[config.mk]
export PLATFORM = sky130hd
export DESIGN_NAME = tape_unit_command_handler
export DESIGN_NICKNAME = d
export VERILOG_FILES = /design/src/rtl/tape_cmd_pkg.sv /design/src/rtl/tape_unit_command_handler.sv
export SDC_FILE = /design/constraint.sdc
export NUM_CORES = 1
export LEC_CHECK = 0
export ABC_AREA = 1
export BUFFER_PORTS_ARGS = -buffer_cell sky130_fd_sc_hd__buf_2
export CAP_MARGIN = 15
export CELL_PAD_IN_SITES_DETAIL_PLACEMENT = 2
export CELL_PAD_IN_SITES_GLOBAL_PLACEMENT = 2
export CORE_MARGIN = 2
export CORE_UTILIZATION = 34
export CTS_BUF_LIST = sky130_fd_sc_hd__clkbuf_4
export DETAILED_ROUTE_END_ITERATION = 12
export GPL_ROUTABILITY_DRIVEN = 1
export PLACE_DENSITY = 0.88
export SKIP_LAST_GASP = 1
export SYNTH_ARGS = -nofsm -noshare
export SYNTH_HDL_FRONTEND = slang
export SYNTH_SLANG_ARGS = --single-unit
[constraint.sdc]
create_clock -name clk -period 1.59 [get_ports clk]
set_input_delay 0.318 -clock clk [delete_from_list [all_inputs] [get_ports clk]]
set_output_delay 0.318 -clock clk [all_outputs]
set_load 0.02 [all_outputs]
[src/rtl/tape_cmd_pkg.sv]
// constants, encodings and register map of the tape unit command handler
// assumes an apb master in front and a drive sequencer behind
package tape_cmd_pkg;
  // register byte offsets
  localparam logic [7:0] ADDR_CDB_LO = 8'h00; // command bytes 0..3
  localparam logic [7:0] ADDR_CDB_HI = 8'h04; // bytes 4..5, host id, disconnect ok
  localparam logic [7:0] ADDR_CTRL = 8'h08; // go, bus clear, acknowledge
  localparam logic [7:0] ADDR_STATUS = 8'h0c; // ending status and state
  localparam logic [7:0] ADDR_MODE = 8'h10; // configuration record window
  localparam logic [7:0] ADDR_SETP = 8'h14; // set-parameters track count
  // control bits
  localparam int CTRL_GO = 0;
  localparam int CTRL_BUS_CLEAR = 1;
  localparam int CTRL_ACK = 2;
  // command-high fields
  localparam int HI_ID_LSB = 16;
  localparam int HI_DISC = 20;
  localparam int MODE_WE = 16; // record write enable bit
  // status register field positions
  localparam int ST_SENSE_LSB = 8;
  localparam int ST_DONE = 12;
  localparam int ST_BUSY = 13;
  localparam int ST_DISC = 14;
  localparam int ST_RESV = 15;
  localparam int ST_OWNER_LSB = 16;
  localparam int ST_LUN_LSB = 20;
  localparam int ST_COUNT_LSB = 24;
  // opcodes
  localparam logic [7:0] OP_RESERVE = 8'h16;
  localparam logic [7:0] OP_RELEASE = 8'h17;
  localparam logic [7:0] OP_ERASE = 8'h19;
  localparam logic [7:0] OP_SENSE = 8'h1a;
  localparam logic [7:0] OP_LOADU = 8'h1b;
  // status bytes and sense keys
  localparam logic [7:0] ST_GOOD = 8'h00;
  localparam logic [7:0] ST_CHECK = 8'h02;
  localparam logic [7:0] ST_BUSYC = 8'h08;
  localparam logic [7:0] ST_CONFLICT = 8'h18;
  localparam logic [3:0] SK_NONE = 4'h0;
  localparam logic [3:0] SK_ILLEGAL = 4'h5;
  // configuration record
  localparam logic [4:0] REC_LEN = 5'h11;
  localparam logic [4:0] TRACKS_IDX = 5'h0d;
  // motion sequence steps
  localparam logic [2:0] STEP_FIRST = 3'h0;
  localparam logic [2:0] STEP_TO_END = 3'h1;
  localparam logic [2:0] RETENSION_FLAG_STEPS = 3'h3;
  typedef enum logic [1:0] {S_IDLE = 2'b00, S_EXEC = 2'b01, S_MOTION = 2'b11,
                            S_FINISH = 2'b10} state_t;
  typedef enum logic [2:0] {M_NONE = 3'h0, M_REWIND = 3'h1, M_TO_END = 3'h2,
                            M_ERASE = 3'h3, M_LOAD = 3'h4} motion_t;
endpackage

[src/rtl/tape_unit_command_handler.sv]
// command handler for a streaming tape unit, registers over apb
// assumes the drive sequencer acks each motion with a one-cycle drive_done
// How it works
// RULE1: release by owner drops reservation
// RULE2: release by other host gives conflict
// RULE3: erase is one forward motion
// RULE4: erase off start marker: check, sense 5
// RULE5: erase with byte1 bit0 clear rejected
// RULE6: disconnect during erase, reconnect after
// RULE7: mode sense sends requested byte count
// RULE8: record is 17 bytes, shorter truncates
// RULE9: set-parameters values reported when last
// RULE10: retension: rewind, end, rewind first
// RULE11: host should retension new tapes
// RULE12: load goes to start, measures length
// RULE13: unload parks at end or start
// RULE14: no immediate: status after motion
// RULE15: immediate: good status at motion start
// RULE16: busy status during immediate motion
// RULE17: disconnect during load/unload motion
// RULE18: bus clear or reset drops reservation
// RULE19: other host access gives conflict
// RULE20: lun from byte1 upper three bits
module tape_unit_command_handler import tape_cmd_pkg::*; (
  // clock and reset
  input wire logic clk,
  input wire logic nrst,
  // apb slave
  input wire logic psel,
  input wire logic penable,
  input wire logic pwrite,
  input wire logic [7:0] paddr,
  input wire logic [31:0] pwdata,
  output logic [31:0] prdata,
  output logic pready,
  output logic pslverr,
  // drive sequencer
  output logic drive_req,
  output logic [2:0] drive_op,
  input wire logic drive_done,
  input wire logic tape_start_marker,
  // host bus link state
  output logic disconnected,
  output logic reconnect
);
  // core state
  state_t state_reg, state_next;
  logic [31:0] cdb_lo_reg, cdb_lo_next; // bytes 0..3
  logic [15:0] cdb_hi_reg, cdb_hi_next; // bytes 4..5
  logic [2:0] host_reg, host_next; // sending host id
  logic disc_ok_reg, disc_ok_next; // host may disconnect
  logic [7:0] status_reg, status_next;
  logic [3:0] sense_reg, sense_next;
  logic done_reg, done_next; // sticky status posted
  logic busy_reg, busy_next; // immediate motion running
  logic disc_reg, disc_next; // off the bus
  logic recon_reg, recon_next; // reconnect pulse
  logic resv_reg, resv_next; // reservation held
  logic [2:0] owner_reg, owner_next;
  logic [2:0] lun_reg, lun_next;
  logic [4:0] count_reg, count_next; // mode sense byte count
  logic [2:0] step_reg, step_next;
  logic erase_reg, erase_next;
  logic retension_flag_reg, retension_flag_next;
  logic load_reg, load_next;
  logic park_end_reg, park_end_next;
  logic immed_reg, immed_next;
  logic [7:0] rec_reg [REC_LEN]; // configuration record
  logic [7:0] rec_next [REC_LEN];
  logic [4:0] idx_reg, idx_next; // record window index
  logic [7:0] sp_tracks_reg, sp_tracks_next;
  logic sp_last_reg, sp_last_next; // set-parameters came last
  logic [31:0] prdata_reg, prdata_next;
  // decoded command fields
  logic [7:0] opcode;
  logic [7:0] byte1;
  logic [7:0] byte4;
  logic [7:0] byte5;
  logic wr_en;
  logic rd_setup;
  logic mapped;
  logic go;
  logic other_owns;
  motion_t cur_op;
  motion_t next_op;
  logic [7:0] rec_view;

  assign opcode = cdb_lo_reg[7:0];
  assign byte1 = cdb_lo_reg[15:8];
  assign byte4 = cdb_hi_reg[7:0];
  assign byte5 = cdb_hi_reg[15:8];
  // apb strobes, zero wait states
  assign wr_en = psel && penable && pwrite;
  assign rd_setup = psel && !penable && !pwrite;
  assign mapped = (paddr == ADDR_CDB_LO) || (paddr == ADDR_CDB_HI) || (paddr == ADDR_CTRL)
               || (paddr == ADDR_STATUS) || (paddr == ADDR_MODE) || (paddr == ADDR_SETP);
  assign pready = 1'b1;
  assign pslverr = psel && penable && !mapped;
  assign prdata = prdata_reg;
  assign go = wr_en && (paddr == ADDR_CTRL) && pwdata[CTRL_GO];
  // RULE19: foreign host check
  assign other_owns = resv_reg && (owner_reg != host_reg);
  // no request while the step holds nothing, e.g. retension with no final op
  assign drive_req = (state_reg == S_MOTION) && (cur_op != M_NONE);
  assign drive_op = cur_op;
  assign disconnected = disc_reg;
  assign reconnect = recon_reg;

  // motion for a given step of the held command
  function automatic motion_t op_at(input logic [2:0] s);
    motion_t fin;
    // RULE12: load then measure
    // RULE13: unload park place
    fin = load_reg ? M_LOAD : (retension_flag_reg ? M_NONE : (park_end_reg ? M_TO_END : M_REWIND));
    // RULE3: single forward erase
    if (erase_reg) begin
      op_at = (s == STEP_FIRST) ? M_ERASE : M_NONE;
    // RULE10: retension prefix
    end else if (retension_flag_reg && (s < RETENSION_FLAG_STEPS)) begin
      op_at = (s == STEP_TO_END) ? M_TO_END : M_REWIND;
    end else if (s == (retension_flag_reg ? RETENSION_FLAG_STEPS : STEP_FIRST)) begin
      op_at = fin;
    end else begin
      op_at = M_NONE;
    end
  endfunction

  // op_at reads the held command flags, so keep it inside a process
  always_comb begin
    cur_op = op_at(step_reg);
    next_op = op_at(step_reg + 3'h1);
  end

  // record byte as mode sense reports it
  always_comb begin
    // RULE9: set-parameters override
    if (sp_last_reg && (idx_reg == TRACKS_IDX)) begin
      rec_view = sp_tracks_reg;
    end else if (idx_reg < REC_LEN) begin
      rec_view = rec_reg[idx_reg];
    end else begin
      rec_view = 8'h00;
    end
  end

  // read data captured in the setup cycle
  always_comb begin
    prdata_next = prdata_reg;
    if (rd_setup) begin
      if (paddr == ADDR_CDB_LO) begin
        prdata_next = cdb_lo_reg;
      end else if (paddr == ADDR_CDB_HI) begin
        prdata_next = {11'h000, disc_ok_reg, 1'b0, host_reg, cdb_hi_reg};
      end else if (paddr == ADDR_STATUS) begin
        prdata_next = {3'h0, count_reg, 1'b0, lun_reg, 1'b0, owner_reg, resv_reg,
                       disc_reg, busy_reg, done_reg, sense_reg, status_reg};
      end else if (paddr == ADDR_MODE) begin
        prdata_next = {16'h0000, rec_view, 3'h0, idx_reg};
      end else if (paddr == ADDR_SETP) begin
        prdata_next = {23'h000000, sp_last_reg, sp_tracks_reg};
      end else begin
        prdata_next = 32'h00000000; // ctrl and unmapped read zero
      end
    end
  end

  // next state of the command engine
  always_comb begin
    state_next = state_reg;
    cdb_lo_next = cdb_lo_reg;
    cdb_hi_next = cdb_hi_reg;
    host_next = host_reg;
    disc_ok_next = disc_ok_reg;
    status_next = status_reg;
    sense_next = sense_reg;
    done_next = done_reg;
    busy_next = busy_reg;
    disc_next = disc_reg;
    recon_next = 1'b0;
    resv_next = resv_reg;
    owner_next = owner_reg;
    lun_next = lun_reg;
    count_next = count_reg;
    step_next = step_reg;
    erase_next = erase_reg;
    retension_flag_next = retension_flag_reg;
    load_next = load_reg;
    park_end_next = park_end_reg;
    immed_next = immed_reg;
    rec_next = rec_reg;
    idx_next = idx_reg;
    sp_tracks_next = sp_tracks_reg;
    sp_last_next = sp_last_reg;
    // command loading only while idle
    if (wr_en && (paddr == ADDR_CDB_LO) && (state_reg == S_IDLE)) begin
      cdb_lo_next = pwdata;
    end
    if (wr_en && (paddr == ADDR_CDB_HI) && (state_reg == S_IDLE)) begin
      cdb_hi_next = pwdata[15:0];
      host_next = pwdata[HI_ID_LSB +: 3];
      disc_ok_next = pwdata[HI_DISC];
    end
    // mode select path into the record
    if (wr_en && (paddr == ADDR_MODE)) begin
      idx_next = pwdata[4:0];
      if (pwdata[MODE_WE] && (pwdata[4:0] < REC_LEN)) begin
        rec_next[pwdata[4:0]] = pwdata[15:8];
      end
      sp_last_next = 1'b0;
    end
    if (wr_en && (paddr == ADDR_SETP)) begin
      sp_tracks_next = pwdata[7:0];
      sp_last_next = 1'b1;
    end
    // acknowledge first so a new status wins
    if (wr_en && (paddr == ADDR_CTRL) && pwdata[CTRL_ACK]) begin
      done_next = 1'b0;
    end
    // RULE18: bus reset, abort, device reset
    if (wr_en && (paddr == ADDR_CTRL) && pwdata[CTRL_BUS_CLEAR]) begin
      resv_next = 1'b0;
    end
    case (state_reg)
      S_IDLE: begin
        if (go) begin
          state_next = S_EXEC;
        end
      end
      S_EXEC: begin
        // RULE20: lun capture
        lun_next = byte1[7:5];
        state_next = S_IDLE;
        done_next = 1'b1;
        status_next = ST_GOOD;
        sense_next = SK_NONE;
        erase_next = 1'b0;
        retension_flag_next = 1'b0;
        load_next = 1'b0;
        park_end_next = 1'b0;
        immed_next = 1'b0;
        step_next = STEP_FIRST;
        // RULE2: conflict on foreign release
        // RULE19: conflict for all commands
        if (other_owns) begin
          status_next = ST_CONFLICT;
        end else if (opcode == OP_RESERVE) begin
          resv_next = 1'b1;
          owner_next = host_reg;
        // RULE1: owner releases
        end else if (opcode == OP_RELEASE) begin
          resv_next = 1'b0;
        end else if (opcode == OP_ERASE) begin
          // RULE5: erase bit required
          // RULE4: must start at marker
          if (!byte1[0] || !tape_start_marker) begin
            status_next = ST_CHECK;
            sense_next = SK_ILLEGAL;
          end else begin
            erase_next = 1'b1;
            done_next = done_reg;
            state_next = S_MOTION;
            // RULE6: leave bus for erase
            disc_next = disc_ok_reg;
          end
        end else if (opcode == OP_SENSE) begin
          // RULE7: requested count
          // RULE8: capped at record length
          count_next = (byte4 > {3'h0, REC_LEN}) ? REC_LEN : byte4[4:0];
          idx_next = 5'h00;
        end else if (opcode == OP_LOADU) begin
          retension_flag_next = byte4[1];
          load_next = byte4[0];
          park_end_next = byte5[7];
          immed_next = byte1[0];
          state_next = S_MOTION;
          // RULE17: leave bus for motion
          disc_next = disc_ok_reg && !byte1[0];
          // RULE15: early good status
          // RULE14: otherwise hold status back
          done_next = byte1[0] ? 1'b1 : done_reg;
          busy_next = byte1[0];
        end else begin
          status_next = ST_CHECK;
          sense_next = SK_ILLEGAL;
        end
      end
      S_MOTION: begin
        if (cur_op == M_NONE) begin
          state_next = S_FINISH; // retension only, nothing to do
        end else if (drive_done) begin
          step_next = step_reg + 3'h1;
          if (next_op == M_NONE) begin
            state_next = S_FINISH;
          end
        end
      end
      S_FINISH: begin
        state_next = S_IDLE;
        busy_next = 1'b0;
        disc_next = 1'b0;
        recon_next = disc_reg;
        if (!immed_reg) begin
          done_next = 1'b1;
          status_next = ST_GOOD;
          sense_next = SK_NONE;
        end
      end
      default: begin
        state_next = S_IDLE;
      end
    endcase
    // RULE16: busy answer while engaged
    if (go && (state_reg != S_IDLE)) begin
      done_next = 1'b1;
      status_next = ST_BUSYC;
      sense_next = SK_NONE;
    end
  end

  // register everything
  always_ff @(posedge clk or negedge nrst) begin
    if (!nrst) begin
      state_reg <= S_IDLE;
      cdb_lo_reg <= 32'h00000000;
      cdb_hi_reg <= 16'h0000;
      host_reg <= 3'h0;
      disc_ok_reg <= 1'b0;
      status_reg <= ST_GOOD;
      sense_reg <= SK_NONE;
      done_reg <= 1'b0;
      busy_reg <= 1'b0;
      disc_reg <= 1'b0;
      recon_reg <= 1'b0;
      resv_reg <= 1'b0;
      owner_reg <= 3'h0;
      lun_reg <= 3'h0;
      count_reg <= 5'h00;
      step_reg <= STEP_FIRST;
      erase_reg <= 1'b0;
      retension_flag_reg <= 1'b0;
      load_reg <= 1'b0;
      park_end_reg <= 1'b0;
      immed_reg <= 1'b0;
      for (int i = 0; i < REC_LEN; i++) begin
        rec_reg[i] <= 8'h00;
      end
      idx_reg <= 5'h00;
      sp_tracks_reg <= 8'h00;
      sp_last_reg <= 1'b0;
      prdata_reg <= 32'h00000000;
    end else begin
      state_reg <= state_next;
      cdb_lo_reg <= cdb_lo_next;
      cdb_hi_reg <= cdb_hi_next;
      host_reg <= host_next;
      disc_ok_reg <= disc_ok_next;
      status_reg <= status_next;
      sense_reg <= sense_next;
      done_reg <= done_next;
      busy_reg <= busy_next;
      disc_reg <= disc_next;
      recon_reg <= recon_next;
      resv_reg <= resv_next;
      owner_reg <= owner_next;
      lun_reg <= lun_next;
      count_reg <= count_next;
      step_reg <= step_next;
      erase_reg <= erase_next;
      retension_flag_reg <= retension_flag_next;
      load_reg <= load_next;
      park_end_reg <= park_end_next;
      immed_reg <= immed_next;
      rec_reg <= rec_next;
      idx_reg <= idx_next;
      sp_tracks_reg <= sp_tracks_next;
      sp_last_reg <= sp_last_next;
      prdata_reg <= prdata_next;
    end
  end

  // checks on the command engine
  property p_release_owner;
    @(posedge clk) disable iff (!nrst)
    (state_reg == S_EXEC && opcode == OP_RELEASE && !other_owns) |=> !resv_reg;
  endproperty
  a_release_owner: assert property (p_release_owner) else $error("release kept"); // RULE1
  property p_release_other;
    @(posedge clk) disable iff (!nrst)
    (state_reg == S_EXEC && other_owns && !go)
      |=> (status_reg == ST_CONFLICT) && $stable(owner_reg);
  endproperty
  a_release_other: assert property (p_release_other) else $error("no conflict"); // RULE2
  property p_erase_once;
    @(posedge clk) disable iff (!nrst)
    (drive_req && drive_op == M_ERASE && drive_done) |=> (state_reg == S_FINISH);
  endproperty
  a_erase_once: assert property (p_erase_once) else $error("erase repeated"); // RULE3
  property p_erase_start;
    @(posedge clk) disable iff (!nrst)
    (state_reg == S_EXEC && !other_owns && opcode == OP_ERASE && !tape_start_marker)
      |=> (status_reg == ST_CHECK) && (sense_reg == SK_ILLEGAL) && state_reg == S_IDLE;
  endproperty
  a_erase_start: assert property (p_erase_start) else $error("erase off marker"); // RULE4
  property p_erase_bit;
    @(posedge clk) disable iff (!nrst)
    (state_reg == S_EXEC && !other_owns && opcode == OP_ERASE && !byte1[0])
      |=> sense_reg == SK_ILLEGAL;
  endproperty
  a_erase_bit: assert property (p_erase_bit) else $error("erase bit ignored"); // RULE5
  property p_disc_motion;
    @(posedge clk) disable iff (!nrst)
    (disc_reg && state_reg == S_FINISH) |=> (!disc_reg && recon_reg) ##1 !recon_reg;
  endproperty
  a_disc_motion: assert property (p_disc_motion) else $error("no reconnect"); // RULE6
  property p_sense_count;
    @(posedge clk) disable iff (!nrst)
    (state_reg == S_EXEC && !other_owns && opcode == OP_SENSE)
      |=> count_reg <= REC_LEN;
  endproperty
  a_sense_count: assert property (p_sense_count) else $error("count over record"); // RULE8
  property p_retension_flag_first;
    @(posedge clk) disable iff (!nrst)
    $rose(drive_req) && retension_flag_reg |-> drive_op == M_REWIND;
  endproperty
  a_retension_flag_first: assert property (p_retension_flag_first) else $error("retension order"); // RULE10
  property p_late_status;
    @(posedge clk) disable iff (!nrst)
    (state_reg == S_MOTION && !immed_reg && !go) |=> $stable(status_reg);
  endproperty
  a_late_status: assert property (p_late_status) else $error("early status"); // RULE14
  property p_busy_answer;
    @(posedge clk) disable iff (!nrst)
    (go && busy_reg) |=> (status_reg == ST_BUSYC) && done_reg;
  endproperty
  a_busy_answer: assert property (p_busy_answer) else $error("no busy"); // RULE16
endmodule // tape_unit_command_handler

==> results of run 1 <==
## what timing repair did
action	in CTS
pin swaps	95
setup endpoints to repair	135
gates resized for setup	398
setup buffers	80
hold endpoints to repair	299
hold buffers	23
cloned	1
## through the flow
step	setup TNS, ps	util (%)	cells	instance area (um^2)
2_1_floorplan	-28330	-	1522	12300
3_3_place_gp	-86500	41.0	2170	14600
3_5_place_dp	-128260	41.0	2170	14600
4_1_cts	-14110	49.3	2395	17500
## synthesized netlist by cell type (all sizes together)
cell type	instances	area share (%)
a211oi	1	0.061
a21oi	31	1.3
a221oi	7	0.50
a22oi	2	0.12
a31oi	3	0.15
buf	8	0.30
clkbuf	67	2.1
clkinv	4	0.12
conb	1	0.031
dfrtp	263	54
ha	8	0.82
inv	125	3.8
mux2	2	0.18
nand2	436	13
nand3	41	1.7
nand4	17	1.1
nor2	135	4.2
nor3	18	0.95
o2111a	1	0.092
o2111ai	1	0.072
o211ai	4	0.25
o21a	7	0.43
o21ai	303	12
o21bai	1	0.061
o221ai	8	0.57
o22ai	16	0.82
o31ai	4	0.25
or2	4	0.20
xnor2	4	0.29
## per-layer routing
| metal | overflow | GRT usage [%] |
|---|---|---|
| met4 | 138 | 80.7 |
| met5 | 0 | 17.1 |
| met2 | 187 | 94.2 |
| met3 | 0 | 60.7 |
| met1 | 3 | 74.4 |
## cell families after synthesis
family	Yosys count	synth area share, %
other	1	0.0307
AO/OA/AOI/OAI	389	17.0
flip-flops	263	53.8
adder cells (fa/ha/maj)	8	0.818
buffers and inverters	204	6.31
AND/OR/NAND/NOR	651	21.5
multiplexers	2	0.184
XOR/XNOR	4	0.286
==> impl_metrics.json, run 1 <==
{
  "status": "stopped before the end",
  "stop_stage": "5_1_grt",
  "tool.error": "[ERROR GRT-0232] Routing congestion too high. Check the congestion heatmap in the GUI.",
  "ys_warn_count": 0,
  "synth-seq-cells": 263,
  "clockBufferDepth": 3,
  "grt_max_degree": 47,
  "ios": 87,
  "numCtsBuffers": 77,
  "die_h_um": 194,
  "dp_slack_ps": -749,
  "crit_endpoint": "drive_req",
  "syn_avg_cell_area_um2": 8.04,
  "syn_inst": 1522,
  "clock_sinks": 263,
  "hpwlAfterDp_um": 37700,
  "ys_seq_area_share_pct": 53.8,
  "endpoint_type": "top-level output",
  "start_util_pct": 34.5,
  "cts.htree.levels": 3,
  "root_buffer": "clkbuf_4",
  "rows": 69,
  "syn-num-nets": 1577,
  "track_usage_pct": 76.2,
  "grt-ovfl-total": 328,
  "io_buffers": 85,
  "synth_cell_type_count": 39,
  "die_w_um": 194,
  "syn_area_um2": 12200,
  "place.gp.congestion": 0.907
}
==> run 2: changes to the inputs <==
- CELL_PAD_IN_SITES_DETAIL_PLACEMENT: 2 -> unset
- CELL_PAD_IN_SITES_GLOBAL_PLACEMENT: 2 -> unset
- CORE_UTILIZATION: 34 -> 22
- CTS_BUF_LIST: sky130_fd_sc_hd__clkbuf_4 -> unset
- PLACE_DENSITY: 0.88 -> unset
- PLACE_DENSITY_LB_ADDON: unset -> 0.15
- clock period: 1.59 -> 2.1 ns (I/O delays scaled with it)
==> run 2 against run 1 <==
Net effect:
- the flow now finishes, with violations (negative setup slack)
- synthesized area is the same
- synthesized cell count is the same
==> impl_metrics.json, run 2 <==
{
  "status": "complete, but fails checks",
  "violations": "negative setup slack",
  "antenna_left": 0,
  "hpwlAfterDp_um": 28700,
  "synth.most_common_cell": "nand2_1",
  "fillers": 5976,
  "fin_util_pct": 28.7,
  "dp_slack_ps": -198,
  "cp-end-kind": "primary output",
  "worstSetupPathType": "reg -> out",
  "firstDrtPassIters": 4,
  "ios": 87,
  "synth_top_area_share_pct": 53.8,
  "route.detailed.drc": 0,
  "clockBufferDepth": 3,
  "max-vdd-ir-drop_mv": 0.549,
  "vias": 10681,
  "setup_ws_ps": -216,
  "grt_pass1_vias": 10590,
  "drt_iter0_drc": 650,
  "syn_avg_cell_area_um2": 8.04,
  "antenna_cells": 0,
  "reg2reg_to": "prdata[10]$_DFFE_PN0P_",
  "r2r-start": "idx_reg[0]$_DFF_PN0_",
  "worstMarginPinSlew_ps": 798,
  "hold-worst-slack_ps": 75.8,
  "start_kind": "flop",
  "worstPathRequired_ps": 1680,
  "reg2regPathDepth": 17,
  "synthArstFlopShare_pct": 100,
  "drive_above_1_share_pct": 20.2,
  "die_area_um2": 57500,
  "rsz0062_at_grt": "yes",
  "setup_viol": 4,
  "period_needed_ps": 2320,
  "core_area_um2": 55000,
  "area_delta_synth_final_pct": 29.2,
  "path_clk_slew_ps": 60,
  "track_usage_pct": 14.7,
  "hp-class": "in -> reg",
  "root_buffer": "clkbuf_16",
  "grt-ovfl-total": 0,
  "reg2reg_slack_ps": 70,
  "grt_max_degree": 82,
  "start_util_pct": 22.2,
  "grt_pass1_wl_um": 65200,
  "synthTopCellsByArea": "dfrtp_1, nand2_1, o21ai_0, nor2_1, inv_1",
  "cts.htree.levels": 1,
  "place_area_um2": 14400,
  "synth_edf_count": 0,
  "viasPerCell": 4.33,
  "numCtsBuffers": 31,
  "final_nets": 1750,
  "largest_register_ffs": 136,
  "drv_slew": 0,
  "clk_latency_ps": 580,
  "fin_tns_setup_ps": -650,
  "rows": 86,
  "critPathArrivalTime_ps": 1900,
  "relSlewSlack_pct": 46.7,
  "seqCellArea_um2": 6580,
  "syn-num-nets": 1577,
  "wire_per_inst_um": 17.0,
  "ys_seq_area_share_pct": 53.8,
  "p_leak_nw": 7.56,
  "syn_area_um2": 12200,
  "cp_max_fo": 5,
  "final_common_cell": "nand2_1",
  "yosys.area.top_type": "dfrtp_1",
  "clock_sinks": 263,
  "timing.final.hold_violations": 0,
  "cts_tree": "done",
  "io_buffers": 85,
  "final_cell_mix": "nand2_1, dfrtp_1, o21ai_0, nor2_1, inv_1",
  "syn_inst": 1522,
  "finalCritPeriodShare_pct": 110,
  "synth_cell_type_count": 39,
  "antenna_found_initial": 1,
  "postLayoutCellArea_um2": 15800,
  "die_w_um": 240,
  "holdCritStartpoint": "pwdata[29]",
  "ys.flop_type": "dfrtp_1",
  "die_h_um": 240,
  "max-cap-violations": 0,
  "synth-seq-cells": 263,
  "max_freq_mhz": 432,
  "hold_path_depth": 2,
  "place.gp.congestion": 0.812,
  "multi_input_area_um2": 5100,
  "power_density_nw_per_um2": 721,
  "synth_common_cells": "nand2_1, dfrtp_1, o21ai_0",
  "wirelength_um": 42000,
  "finalClockSkew_ps": 11.5,
  "min_to": "cdb_lo_reg[29]$_DFFE_PN0P_",
  "ys_warn_count": 0
}
-- run 2: cell counts after synthesis --
Identical to the previous run, type by type.
-- run 2: final cells by class --
cell class | count | share of cell area [%]
Inverter | 129 | 3.10
Clock buffer | 45 | 5.62
Tap cell | 748 | 5.92
Clock inverter | 9 | 0.467
Sequential cell | 263 | 41.7
Timing Repair Buffer | 215 | 11.0
Multi-Input combinational cell | 1055 | 32.2
-- run 2: stage by stage --
stage / std cells / total power [W]
6_report: 2464 / 0.0114
3_3_place_gp: 2393 / 0.00625
2_1_floorplan: 1522 / 0.00576
3_5_place_dp: 2393 / 0.00626
4_1_cts: 2455 / 0.0116
5_1_grt: 2464 / 0.0119
-- run 2: where the power goes --
part           total (W)  internal (W)  switching (W)
Combinational   0.000936      0.000293       0.000643
Sequential       0.00524       0.00517      0.0000752
Clock            0.00522       0.00302        0.00219
Total             0.0114       0.00848        0.00291
-- run 2: timing repair --
action / in CTS / in global routing
cloned: 0 / 4
resized for setup: 37 / 83
buffers inserted: 7 / 8
hold buffers: 1 / 0
setup endpoints to repair: 12 / 13
pin swaps: 9 / 13
endpoints found under the hold margin: 30 / 0
-- run 2: worst max-delay path by stage --
stage / from / endpoint / slack (ps) / cells past startpoint
final: retension_flag_reg$_DFFE_PN0P_ / drive_req / -220 / 11
after global routing: retension_flag_reg$_DFFE_PN0P_ / drive_req / -340 / 11
after CTS: step_reg[1]$_DFFE_PN0P_ / drive_req / -230 / 11
after detailed placement: idx_reg[0]$_DFF_PN0_ / prdata[15]$_DFFE_PN0P_ / -200 / 13
after global placement: idx_reg[0]$_DFF_PN0_ / prdata[15]$_DFFE_PN0P_ / -170 / 13
after floorplan: paddr[1] / rec_reg[109]$_DFFE_PN0P_ / 100 / 10
-- run 2: critical path, stage by stage (launching register included) --
cell and delay, ps:
dfrtp_1 430, nand2_1 100, nand2_1 70, nand2_1 60, a21oi_2 140, nand2_1 70
nand2_1 80, nand2_2 60, nand3_2 80, nand2_2 60, inv_2 60, buf_6 110
-- run 2: cells by family after synthesis --
logic type	share of synthesized area (%)
XOR/XNOR	0.286
AO/OA/AOI/OAI	17.0
AND/OR/NAND/NOR	21.5
other	0.0307
buffers and inverters	6.31
multiplexers	0.184
adder cells (fa/ha/maj)	0.818
flip-flops	53.8
-- run 2: routing by layer --
layer | global-route usage, % | part of all wire (%) | vias up
met2 | 23.8 | 46 | 162
li1 | - | - | 5336
met3 | 1.90 | 3.1 | 47
met4 | 2.88 | 2.0 | 0
met1 | 20.9 | 49 | 5136
met5 | 0 | 0 | -
Note: power is estimated with default switching activity, not from simulation.
